==> src/hdl/sdp_pkg.sv <==
package sdp_pkg;

  ////////////////////////////////////////////////////////////////////////////
  // clock and refresh timing
  localparam int MCLK_PERIOD_NS     = 40;                      // own clock period
  localparam int REFRESH_PERIOD_MS  = 64;                      // every row within this
  localparam int REFRESH_PERIOD_CYC = REFRESH_PERIOD_MS * 1_000_000 / MCLK_PERIOD_NS;
  localparam int ROW_COUNT          = 4096;                    // rows per refresh period
  // distributed interval, a longest time, so it rounds down
  localparam int ROW_INTERVAL_CYC   = REFRESH_PERIOD_CYC / ROW_COUNT;

  ////////////////////////////////////////////////////////////////////////////
  // widths
  localparam int ROW_W   = 12;   // refresh row counter
  localparam int CNT_W   = 4;    // per-bank link-edge timers
  localparam int BEAT_W  = 4;    // burst beat counter
  localparam int CAS_LAT = 2;    // read pipeline depth in link edges
  localparam int SR_W    = 16;   // self refresh interval timer
  localparam int PD_W    = 32;   // power-down stay timer

  ////////////////////////////////////////////////////////////////////////////
  // timings counted in link clock edges; the row interval in own clock cycles
  localparam logic [CNT_W-1:0] ROW_PRECHARGE_CYC     = 4'h3;  // row_precharge_time
  localparam logic [CNT_W-1:0] WRITE_RECOVERY_CYC    = 4'h2;  // write_recovery_time
  localparam logic [CNT_W-1:0] REFRESH_CYCLE_CYC     = 4'h7;  // refresh_cycle_time
  localparam logic [CNT_W-1:0] SELF_REFRESH_EXIT_CYC = 4'h2;  // self_refresh_exit_time
  localparam logic [SR_W-1:0]  ROW_INTERVAL_LAST     = SR_W'(ROW_INTERVAL_CYC - 1);

  ////////////////////////////////////////////////////////////////////////////
  // command codes on ras_n, cas_n, we_n
  localparam logic [2:0] CMD_MRS   = 3'h0;
  localparam logic [2:0] CMD_REF   = 3'h1;
  localparam logic [2:0] CMD_PRE   = 3'h2;
  localparam logic [2:0] CMD_ACT   = 3'h3;
  localparam logic [2:0] CMD_WRITE = 3'h4;
  localparam logic [2:0] CMD_READ  = 3'h5;
  localparam logic [2:0] CMD_BST   = 3'h6;
  localparam logic [2:0] CMD_NOP   = 3'h7;
  localparam logic [3:0] ALL_BANKS = 4'hF;

  // operating modes, one-hot
  typedef enum logic [3:0] {
    MODE_NORMAL = 4'h1,
    MODE_PDOWN  = 4'h2,
    MODE_SELF   = 4'h4,
    MODE_EXIT   = 4'h8
  } sdp_mode_type;

  // controller pins as seen on one link edge
  typedef struct packed {
    logic csN;
    logic rasN;
    logic casN;
    logic weN;
    logic clockEnable;
    logic bankSelectBit1;
    logic bankSelectBit0;
    logic prechargeSelectAddrBit;
    logic dataMask;
  } sdp_pins_type;

  // whole state of the bank and power logic
  typedef struct packed {
    sdp_mode_type                  mode;
    logic                          ckePrev;
    logic [3:0]                    bankOpen;
    logic [3:0][CNT_W-1:0]         prech;
    logic [3:0][CNT_W-1:0]         wrRec;
    logic                          burstOn;
    logic                          burstWr;
    logic                          burstAp;
    logic                          burstCont;
    logic [1:0]                    burstBank;
    logic [BEAT_W-1:0]             beatLeft;
    logic [CAS_LAT-1:0]            readPipe;
    logic [CNT_W-1:0]              rfcCnt;
    logic [CNT_W-1:0]              xsrCnt;
    logic [ROW_W-1:0]              rowCnt;
    logic [SR_W-1:0]               srTimer;
    logic [PD_W-1:0]               pdTimer;
    logic                          writeAccept;
    logic                          protoErr;
  } sdp_state_type;

endpackage : sdp_pkg

==> src/hdl/sdp_link_sampler.sv <==
`timescale 1ns/1ps
`default_nettype none
module sdp_link_sampler
  import sdp_pkg::*;
(
  input  wire logic         mclk,
  input  wire logic         reset,
  input  wire logic         linkClk,
  input  wire sdp_pins_type pinsIn,
  output logic              linkEdge,
  output sdp_pins_type      pinsAtEdge
);

  // sampler state: two-stage synchronisers plus edge history
  typedef struct packed {
    logic         clkMeta;
    logic         clkSync;
    logic         clkOld;
    sdp_pins_type pinsMeta;
    sdp_pins_type pinsSync;
    logic         edgeSeen;
    sdp_pins_type pinsHeld;
  } sdp_sampler_type;

  sdp_sampler_type s;       // registered state
  sdp_sampler_type next_s;  // next state

  ////////////////////////////////////////////////////////////////////////////
  // meta stages feed only the sync stages; the 320 ns link period leaves
  // the pins settled long before the synced rising edge shows up
  always_comb begin
    next_s          = s;
    next_s.clkMeta  = linkClk;
    next_s.clkSync  = s.clkMeta;
    next_s.clkOld   = s.clkSync;
    next_s.pinsMeta = pinsIn;
    next_s.pinsSync = s.pinsMeta;
    next_s.edgeSeen = s.clkSync && !s.clkOld;
    if (s.clkSync && !s.clkOld) begin
      next_s.pinsHeld = s.pinsSync;  // capture pins on the rising edge
    end
  end

  // one register process for the whole state
  always_ff @(posedge mclk) begin
    if (reset) begin
      s <= '0;
    end else begin
      s <= next_s;
    end
  end

  assign linkEdge   = s.edgeSeen;
  assign pinsAtEdge = s.pinsHeld;

endmodule : sdp_link_sampler
`default_nettype wire

==> src/hdl/sdp_bank_power_ctrl.sv <==
`timescale 1ns/1ps
`default_nettype none
module sdp_bank_power_ctrl
  import sdp_pkg::*;
#(
  parameter logic [BEAT_W-1:0] BURST_LEN    = 4'h4,               // fixed burst length
  parameter logic [PD_W-1:0]   PD_LIMIT_CYC = PD_W'(REFRESH_PERIOD_CYC)
)(
  input  wire logic         mclk,
  input  wire logic         reset,
  input  wire logic         linkClk,           // controller clock, 320 ns
  input  wire sdp_pins_type pins,              // command, bank, address, mask
  input  wire logic         continuousPage,    // burst length set to full page
  input  wire logic         singleWrite,       // write burst mode single location
  output logic [3:0]        bankOpen,          // row open per bank
  output logic [3:0]        bankPrecharging,   // precharge or recovery pending
  output logic              refreshBusy,       // refresh cycle time running
  output logic [ROW_W-1:0]  refreshRow,        // internal refresh row counter
  output logic              selfRefresh,       // in self refresh or its exit
  output logic              powerDown,         // precharge or active power-down
  output logic              activePowerDown,   // power-down with a row open
  output logic              powerDownOverstay, // power-down beyond refresh period
  output logic              clockSuspended,    // internal edges suspended
  output logic              writeAccept,       // write data taken on last edge
  output logic              readDrive,         // read data driven on output
  output logic              protocolError      // illegal command seen
);

  ////////////////////////////////////////////////////////////////////////////
  // link sampling

  logic         linkEdge;  // one pulse per link rising edge
  sdp_pins_type pin;       // pins registered at that edge

  sdp_link_sampler u_sampler (
    .mclk       (mclk),
    .reset      (reset),
    .linkClk    (linkClk),
    .pinsIn     (pins),
    .linkEdge   (linkEdge),
    .pinsAtEdge (pin)
  );

  ////////////////////////////////////////////////////////////////////////////
  // decode of the registered pins

  logic [2:0] cmd;       // ras, cas, we
  logic [1:0] bankSel;   // addressed bank
  logic [3:0] bankMask;  // addressed bank one-hot
  logic       isNop;     // no-op or command inhibit
  logic       execEdge;  // link edge that is not suspended, normal mode

  sdp_state_type s;       // registered state
  sdp_state_type next_s;  // next state

  assign cmd      = {pin.rasN, pin.casN, pin.weN};
  assign bankSel  = {pin.bankSelectBit1, pin.bankSelectBit0};
  assign bankMask = 4'h1 << bankSel;
  assign isNop    = pin.csN || (cmd == CMD_NOP);
  assign execEdge = linkEdge && (s.mode == MODE_NORMAL) && s.ckePrev;

  ////////////////////////////////////////////////////////////////////////////
  // next state

  always_comb begin
    logic [3:0]        startMask;  // banks whose precharge begins now
    logic [3:0]        busyMask;   // banks not yet ready
    logic              apDone;     // running burst hands over its auto precharge
    logic              rdBeat;     // read beat enters the latency pipe
    logic [BEAT_W-1:0] len;        // length of a new burst
    startMask = '0;
    busyMask  = '0;
    apDone    = 1'b0;
    rdBeat    = 1'b0;
    len       = BURST_LEN;
    next_s             = s;
    next_s.writeAccept = 1'b0;
    next_s.protoErr    = 1'b0;
    for (int b = 0; b < 4; b++) begin
      busyMask[b] = (s.prech[b] != '0) || (s.wrRec[b] != '0);
    end
    // power-down stay timer, saturating on our own clock
    if (s.mode == MODE_PDOWN) begin
      if (s.pdTimer != PD_LIMIT_CYC) begin
        next_s.pdTimer = s.pdTimer + 32'h0000_0001;
      end
    end else begin
      next_s.pdTimer = '0;
    end
    if (s.mode == MODE_SELF) begin
      if (s.srTimer == ROW_INTERVAL_LAST) begin
        next_s.srTimer = '0;
        next_s.rowCnt  = s.rowCnt + 12'h001;
      end else begin
        next_s.srTimer = s.srTimer + 16'h0001;
      end
    end else begin
      next_s.srTimer = '0;
    end
    if (linkEdge) begin
      next_s.ckePrev = pin.clockEnable;
      // timers run in real link time, suspended or not
      for (int b = 0; b < 4; b++) begin
        if (s.prech[b] != '0) begin
          next_s.prech[b] = s.prech[b] - 4'h1;
        end
        if (s.wrRec[b] == 4'h1) begin
          startMask[b] = 1'b1;  // recovery met, precharge begins
        end
        if (s.wrRec[b] != '0) begin
          next_s.wrRec[b] = s.wrRec[b] - 4'h1;
        end
      end
      if (s.rfcCnt != '0) begin
        next_s.rfcCnt = s.rfcCnt - 4'h1;
      end
      case (s.mode)
        MODE_NORMAL: begin
          // suspended edge: commands, data and burst beat count frozen
          if (s.ckePrev) begin
            // burst progress on this internal edge
            if (s.burstOn) begin
              if (s.burstCont || (s.beatLeft != '0)) begin
                rdBeat             = !s.burstWr;
                next_s.writeAccept = s.burstWr && !pin.dataMask;
                if (!s.burstCont) begin
                  next_s.beatLeft = s.beatLeft - 4'h1;
                end
              end else begin
                next_s.burstOn = 1'b0;
                apDone         = s.burstAp;
              end
            end
            // refresh cycle time: executable command refused
            if ((s.rfcCnt != '0) && !isNop) begin
              next_s.protoErr = 1'b1;
            end else if (!pin.csN) begin
              case (cmd)
                CMD_ACT: begin
                  // only an idle, settled bank may open
                  if (s.bankOpen[bankSel] || busyMask[bankSel]) begin
                    next_s.protoErr = 1'b1;
                  end else begin
                    next_s.bankOpen[bankSel] = 1'b1;
                  end
                end
                CMD_READ, CMD_WRITE: begin
                  if (!s.bankOpen[bankSel] ||
                      (s.burstOn && s.burstAp && (s.burstBank == bankSel))) begin
                    next_s.protoErr = 1'b1;
                  end else begin
                    // interrupted read: precharge from this edge
                    // write over read: mask keeps the bus clean
                    // read over write: this edge's data dropped
                    // write over write: recovery from this edge
                    if (s.burstOn && s.burstAp) begin
                      apDone = 1'b1;
                    end
                    if ((cmd == CMD_WRITE) && singleWrite) begin
                      len = 4'h1;
                    end
                    next_s.burstOn   = 1'b1;
                    next_s.burstWr   = (cmd == CMD_WRITE);
                    next_s.burstBank = bankSel;
                    next_s.burstCont = continuousPage;
                    next_s.burstAp   = pin.prechargeSelectAddrBit && !continuousPage;
                    next_s.beatLeft  = len - 4'h1;
                    rdBeat             = (cmd == CMD_READ);
                    next_s.writeAccept = (cmd == CMD_WRITE) && !pin.dataMask;
                  end
                end
                CMD_PRE: begin
                  // select bit picks one bank or all
                  if (pin.prechargeSelectAddrBit) begin
                    startMask = startMask | ALL_BANKS;
                  end else begin
                    startMask = startMask | bankMask;
                  end
                  // truncates a burst running in a closed bank
                  if (pin.prechargeSelectAddrBit || (s.burstBank == bankSel)) begin
                    next_s.burstOn     = 1'b0;
                    next_s.writeAccept = 1'b0;
                    rdBeat             = 1'b0;
                  end
                end
                CMD_BST: begin
                  next_s.burstOn     = 1'b0;
                  next_s.writeAccept = 1'b0;  // data at terminate ignored
                  rdBeat             = 1'b0;
                end
                CMD_REF: begin
                  // all banks idle; row comes from the counter
                  if ((s.bankOpen != '0) || (busyMask != '0) || s.burstOn) begin
                    next_s.protoErr = 1'b1;
                  end else begin
                    next_s.rowCnt = s.rowCnt + 12'h001;
                    if (pin.clockEnable) begin
                      next_s.rfcCnt = REFRESH_CYCLE_CYC;
                    end else begin
                      next_s.mode = MODE_SELF;
                    end
                  end
                end
                default: begin
                  // mode register and no-op: nothing here
                end
              endcase
            end
            // power-down only with no access in progress
            if (isNop && !pin.clockEnable && !next_s.burstOn && (s.rfcCnt == '0)) begin
              next_s.mode = MODE_PDOWN;
            end
          end
        end
        MODE_PDOWN: begin
          // no-op with clock enable high ends power-down
          if (pin.clockEnable && isNop) begin
            next_s.mode = MODE_NORMAL;
          end
        end
        MODE_SELF: begin
          // everything but clock enable ignored here
          if (pin.clockEnable) begin
            next_s.mode   = MODE_EXIT;
            next_s.xsrCnt = SELF_REFRESH_EXIT_CYC;
          end
        end
        MODE_EXIT: begin
          if (!isNop) begin
            next_s.protoErr = 1'b1;
          end
          if (s.xsrCnt <= 4'h1) begin
            next_s.mode   = MODE_NORMAL;
            next_s.xsrCnt = '0;
          end else begin
            next_s.xsrCnt = s.xsrCnt - 4'h1;
          end
        end
        default: begin
          next_s.mode = MODE_NORMAL;
        end
      endcase
      // pipe frozen on suspended edges, drive held
      if (!((s.mode == MODE_NORMAL) && !s.ckePrev)) begin
        next_s.readPipe = {s.readPipe[CAS_LAT-2:0], rdBeat};
      end
    end
    // hand over auto precharge of the old burst
    if (apDone) begin
      if (s.burstWr) begin
        next_s.wrRec[s.burstBank] = WRITE_RECOVERY_CYC;
      end else begin
        startMask[s.burstBank] = 1'b1;
      end
    end
    // close rows and start precharge timers
    for (int b = 0; b < 4; b++) begin
      if (startMask[b]) begin
        next_s.bankOpen[b] = 1'b0;
        next_s.prech[b]    = ROW_PRECHARGE_CYC;
      end
    end
  end

  // one register process, reset to all banks idle, normal mode
  always_ff @(posedge mclk) begin
    if (reset) begin
      s         <= '0;
      s.mode    <= MODE_NORMAL;
      s.ckePrev <= 1'b1;
    end else begin
      s <= next_s;
    end
  end

  ////////////////////////////////////////////////////////////////////////////
  // outputs

  always_comb begin
    for (int b = 0; b < 4; b++) begin
      bankPrecharging[b] = (s.prech[b] != '0) || (s.wrRec[b] != '0);
    end
  end

  assign bankOpen          = s.bankOpen;
  assign refreshBusy       = (s.rfcCnt != '0);
  assign refreshRow        = s.rowCnt;
  assign selfRefresh       = (s.mode == MODE_SELF) || (s.mode == MODE_EXIT);
  assign powerDown         = (s.mode == MODE_PDOWN);
  assign activePowerDown   = (s.mode == MODE_PDOWN) && (s.bankOpen != '0);
  assign powerDownOverstay = (s.mode == MODE_PDOWN) && (s.pdTimer == PD_LIMIT_CYC);
  assign clockSuspended    = (s.mode == MODE_NORMAL) && !s.ckePrev;
  assign writeAccept       = s.writeAccept;
  assign readDrive         = s.readPipe[CAS_LAT-1];
  assign protocolError     = s.protoErr;

  logic cmdOk;  // executable edge outside refresh cycle time
  assign cmdOk = execEdge && (s.rfcCnt == '0) && !pin.csN;
endmodule : sdp_bank_power_ctrl
`default_nettype wire

==> config.mk <==
export PLATFORM = sky130hd
export DESIGN_NAME = sdp_bank_power_ctrl
export DESIGN_NICKNAME = d
export VERILOG_FILES = /design/src/hdl/sdp_pkg.sv /design/src/hdl/sdp_link_sampler.sv /design/src/hdl/sdp_bank_power_ctrl.sv
export SDC_FILE = /design/constraint.sdc
export NUM_CORES = 1
export LEC_CHECK = 0
export BUFFER_PORTS_ARGS = -buffer_cell sky130_fd_sc_hd__buf_4
export CORE_MARGIN = 4
export CORE_UTILIZATION = 45
export CTS_BUF_LIST = sky130_fd_sc_hd__clkbuf_4
export CTS_CLUSTER_SIZE = 20
export DETAILED_ROUTE_END_ITERATION = 12
export GPL_ROUTABILITY_DRIVEN = 0
export RECOVER_POWER = 25
export SYNTH_ARGS = -nofsm -noshare
export SYNTH_HDL_FRONTEND = slang
export SYNTH_SLANG_ARGS = --single-unit
==> constraint.sdc <==
create_clock -name mclk -period 5.6 [get_ports mclk]
set_input_delay 1.68 -clock mclk [delete_from_list [all_inputs] [get_ports mclk]]
set_output_delay 1.68 -clock mclk [all_outputs]
set_load 0.02 [all_outputs]
==> impl_metrics.tcl, run 1 <==
set metrics [dict create \
    outcome "finished with violations" \
    violations "max-capacitance violations, max-slew violations" \
    path_class "flip-flop to output pin" \
    drive_gt1_share_pct 10.6 \
    drv_slew 95 \
    drtAntennaViolNets 0 \
    layout.nets 975 \
    core_area_mm2 0.0165 \
    leakagePower_nw 2.87 \
    yosysWarnings 0 \
    cp-start-kind "flip-flop" \
    grt_pass1_wl_um 26500 \
    cts_sinks 154 \
    grt_overflow 0 \
    drc 0 \
    max_slew_margin_pct -28.4 \
    crit_fanout 4 \
    ys_top_cells_by_area "dfxtp_1 41%, a21oi_1 5.4%, nand2_1 4.6%" \
    ys_seq_elements 154 \
    finish.utilization_pct 50.2 \
    cts_hold_buf 0 \
    routed_wl_um 15600 \
    hold_path_class "flip-flop to flip-flop" \
    drt_iter0_drc 327 \
    path_clk_slew_ps 140 \
    ys_seq_area_share_pct 40.7 \
    synth_fp_nets 962 \
    initial_core_util_pct 45.8 \
    vias_per_cell 5.23 \
    synthTopCellsByCount "154 x dfxtp_1, 93 x nand2_1, 91 x nor2_1" \
    fp.dieW_um 138 \
    grt_max_degree 95 \
    postCtsSetupRepairBufs 0 \
    cpMaxStageDelayCell "or4_1" \
    syn_to_final_growth_pct 9.55 \
    vdd_ir_drop_max_v 0.000137 \
    wire_per_inst_um 13.4 \
    grt_pass1_vias 5463 \
    tns_ps 0 \
    hold_viol 0 \
    critPathCaptureType "output pin" \
    worst_pin_slew_ps 1930 \
    io_buffers 42 \
    syn-cell-area_mm2 0.00757 \
    finClkSkew_ps 20.1 \
    yosysMostFrequentCell "dfxtp_1" \
    htreeDepth 4 \
    clock_latency_ps 550 \
    synth.distinct_cells 66 \
    rr_startpoint "s[90]" \
    worst-path-buf-inv 2 \
    synth_async_sr_flop_share_pct 0 \
    num_io_pins 43 \
    cpLargestDelayFamily "simple AND/OR/NAND/NOR gates" \
    die_area_mm2 0.0190 \
    antenna_found_initial 1 \
    vias 6123 \
    synth.largest_area_cell "dfxtp_1" \
    r2r_slack_ps 2520 \
    arrival_ps 2360 \
    syn_inst 921 \
    fill_cells 1662 \
    cts_buffers 17 \
    synth_edf_count 0 \
    power.density_mw_per_mm2 240 \
    grtUsageTotal_pct 17.4 \
    rsz0062_at_grt "no" \
    fin_crit_ps 4040 \
    dr.pass1.iters 4 \
    setup_viol 0 \
    max_freq_mhz 248 \
    crit_chain "inv_1 -> ha_1 -> nor4b_1 -> nand4_1 -> or4_1 -> nor2_1 -> buf_4" \
    required_ps 3920 \
    dp_hpwl_um 10700 \
    maxCapViolCount 1 \
    synth_top_area_share_pct 40.7 \
    max_stage_delay_ps 510 \
    cts_resized 0 \
    rows 47 \
    synth_flop_cell "dfxtp_1" \
    syn_avg_cell_area_um2 8.22 \
    startpoint "s[2]" \
    die_h_um 138 \
    min_period_over_period_pct 72.1 \
    ctsRootBufferMaster "clkbuf_4" \
    clk_path_buf_depth 2 \
    min_from "u_sampler.s[14]" \
    cts_tree "done" \
]
==> layout by cell type (no fill, tap or decap), types with 29 or more instances in the layout <==
cell | Yosys | layout
xor2_1 | 29 | 29
nand2_1 | 93 | 93
o21ai_0 | 36 | 36
nor2b_1 | 40 | 40
a21oi_1 | 81 | 81
buf_4 | 16 | 43
dfxtp_1 | 154 | 154
nor3_1 | 45 | 45
nor2_1 | 91 | 91
inv_1 | 37 | 37
==> logic make-up after synthesis <==
logic type | synth area share (%)
compound gates | 12.1
xor+xnor | 6.02
fa+ha+maj | 4.46
buf+inv | 5.26
flops | 40.7
mux | 0.992
simple gates | 30.4
==> area by class of cell <==
cell class	count	area [um2]	area share, %
antenna	4	10.0	0.121
clock buffer	17	128	1.54
clock inverter	15	234	2.82
inverter	37	139	1.67
multi-input combinational	679	4090	49.3
sequential	154	3080	37.2
tap	220	275	3.32
timing repair buffer	45	335	4.04
==> where the power goes <==
part           total (mW)  internal [mW]  switching, mW
Clock               0.836          0.409          0.428
Combinational      0.0478         0.0178         0.0299
Sequential           1.11           1.10        0.00497
==> metal layers <==
layer	GRT usage [%]	vias up	part of all wire [%]
met5	0	-	0
met4	6.04	0	1.4
met3	3.80	18	3.7
met2	25.8	99	44
met1	24.8	2771	51
li1	-	3235	-
==> worst reg2reg max path: stages (launching register included) <==
cell	delay [ps]
dfxtp_1	340
inv_1	120
ha_1	200
nor3b_1	480
nand4_1	300
nor4_4	490
a21oi_2	320
nor4_1	360
mux2_2	360
==> stage by stage <==
stage | cells | cell area [um2] | power (mW) | setup WS (ps) | hold slack, ps
floorplan | 921 | 7570 | 1.16 | 2210 | 401
global placement | 1135 | 7930 | 1.18 | 2150 | 418
detailed placement | 1135 | 7930 | 1.18 | 2130 | 421
CTS | 1167 | 8290 | 2.02 | 1490 | 446
global route | 1171 | 8290 | 2.08 | 1320 | 463
finish | 1171 | 8290 | 1.99 | 1560 | 437
==> registers in the layout, indices dropped and copies added (netlist names) <==
signal,flops
u_sampler.pinsAtEdge,9
u_sampler.linkEdge,1
writeAccept,1
s,104
u_sampler.s,10
readDrive,1
protocolError,1
bankOpen,4
refreshRow,12
u_sampler.next_s,11
==> worst paths after layout <==
path / end / cells after the start
setup / recovery: powerDownOverstay / 7
hold / removal: u_sampler.pinsAtEdge[4] / 2
setup reg to reg: refreshRow[11] / 8
hold reg to reg: u_sampler.pinsAtEdge[4] / 2
(Power assumes the default switching activity.)
==> run 2, diff against run 1 <==
Clock period 5.6 ns to 3.8 ns, I/O delays scaled along.
==> run 2 against run 1 <==
Compared with the run above: largest cell class unchanged; critical path type unchanged; the flow still finishes with violations (max-capacitance violations, max-slew violations); highest routed layer unchanged; utilization is 0.14 points lower; worst hold slack better by 13 ps; clock skew decreased by 3.4 ps; sequential share of layout area increased by 0.10 points; non-clock buffer count rose by 7.
==> impl_metrics.tcl, run 2 (synthesized netlist as in run 1, its figures left out) <==
set metrics [dict create \
    final_cell_mix "154 x dfxtp_1, 93 x nand2_1, 91 x nor2_1" \
    grtUsageTotal_pct 17.3 \
    hold_depth 2 \
    vias_per_cell 5.31 \
    vias 6242 \
    min_period_over_period_pct 93.2 \
    ctsRootBufferMaster "clkbuf_4" \
    cp-start-kind "flip-flop" \
    cpLargestDelayFamily "simple AND/OR/NAND/NOR gates" \
    required_ps 2660 \
    min_from "u_sampler.s[12]" \
    grt_pass1_vias 5512 \
    tns_ps 0 \
    worst-path-buf-inv 1 \
    rr_startpoint "s[110]" \
    htreeDepth 4 \
    rr_worst_depth 8 \
    grt_overflow 0 \
    drive_gt1_share_pct 11.0 \
    dr.pass1.iters 7 \
    reg2reg_to "refreshRow[11]" \
    cts_sinks 154 \
    largest_register_ffs 104 \
    rsz0062_at_grt "no" \
    dp_hpwl_um 11200 \
    cts_resized 0 \
    r2r_slack_ps 730 \
    setup_viol 0 \
    fill_cells 1657 \
    largest-register "s" \
    clock_latency_ps 570 \
    die_h_um 138 \
    core_area_mm2 0.0165 \
    max_slew_margin_pct -41.9 \
    drc 0 \
    clk_path_buf_depth 2 \
    cts_tree "done" \
    crit_chain "or4_1 -> or4_1 -> nor2_1 -> buf_4" \
    worst_pin_slew_ps 2130 \
    finClkSkew_ps 16.7 \
    outcome "finished with violations" \
    fp.dieW_um 138 \
    cpMaxStageDelayCell "or4_1" \
    io_buffers 42 \
    crit_fanout 6 \
    grt_pass1_wl_um 26600 \
    arrival_ps 2400 \
    grt_max_degree 51 \
    dpl.cell_count 1142 \
    max_freq_mhz 282 \
    power_mw 2.74 \
    vdd_ir_drop_max_v 0.000189 \
    hold_path_end "u_sampler.pinsAtEdge[2]" \
    cts_buffers 17 \
    hold_path_class "flip-flop to flip-flop" \
    num_io_pins 43 \
    multi_input_area_mm2 0.00409 \
    postCtsSetupRepairBufs 0 \
    finish.utilization_pct 50.1 \
    max_stage_delay_ps 600 \
    power.density_mw_per_mm2 331 \
    leakagePower_nw 2.88 \
    path_clk_slew_ps 150 \
    wire_per_inst_um 13.5 \
    routed_wl_um 15900 \
    initial_core_util_pct 45.8 \
    maxCapViolCount 1 \
    fin_crit_ps 3540 \
    drt_iter0_drc 279 \
    die_area_mm2 0.0190 \
    layout.nets 982 \
    hold_ws_ps 450 \
    path_class "flip-flop to output pin" \
    finalNonFillerCells 1176 \
    violations "max-capacitance violations, max-slew violations" \
    hold_viol 0 \
    cts_hold_buf 0 \
    syn_to_final_growth_pct 9.25 \
    antenna_found_initial 1 \
    regArea_mm2 0.00308 \
    drv_slew 47 \
    cp_common_cell "or4_1" \
    drtAntennaViolNets 0 \
    layout_commonest_cell "dfxtp_1" \
    rows 47 \
    critPathCaptureType "output pin" \
]
[run 2: changes by cell type in the layout (fill, tap and decap cells not counted), sizes merged]
cell	previous run	this run
bufinv	5	0
diode	4	2
inv	43	48
clkinvlp	2	0
clkinv	2	4
buf	43	50
[run 2: area by class of cell]
cell class | instances | area share (%)
Clock inverter | 15 | 2.04
Clock buffer | 17 | 1.54
Multi-Input combinational cell | 679 | 49.4
Sequential cell | 154 | 37.3
Tap cell | 220 | 3.33
Inverter | 37 | 1.68
Timing Repair Buffer | 52 | 4.63
Antenna cell | 2 | 0.0605
[run 2: report_power, final]
part / switching (mW) / internal (mW)
sequential: 0.00726 / 1.63
combinational: 0.0451 / 0.0265
clock: 0.717 / 0.313
[run 2: worst register-to-register path: cells and delay by family (launching register included)]
kind,cells,cell delay (ps)
muxes,1,370
DFF,1,350
adders and majority gates,1,160
AOI/OAI and AO/OA,1,310
buffers and inverters,1,110
and+or+nand+nor,4,1690
[run 2: stage by stage]
step	worst slack, ps	cell area [um2]
after floorplan	947	7570
after global placement	849	7980
after detailed placement	786	7980
after CTS	204	8270
after global routing	97.4	8270
final	259	8270
[run 2: layer usage]
layer	part of all wire [%]	wire, um	global-route usage (%)
met5	0	0	0
met1	52	8180	24.3
met4	1.4	217	5.10
met2	44	6960	26.9
met3	3.3	521	3.73
[run 2: worst max path at each step]
stage                     startpoint  slack [ps]  depth (start not counted)                 to
final                          s[12]         260                          4  powerDownOverstay
after global routing           s[12]         100                          4  powerDownOverstay
after CTS                      s[12]         200                          4  powerDownOverstay
after detailed placement      s[110]         790                          8     refreshRow[11]
after global placement        s[110]         850                          8     refreshRow[11]
after floorplan                s[12]         950                          3  powerDownOverstay
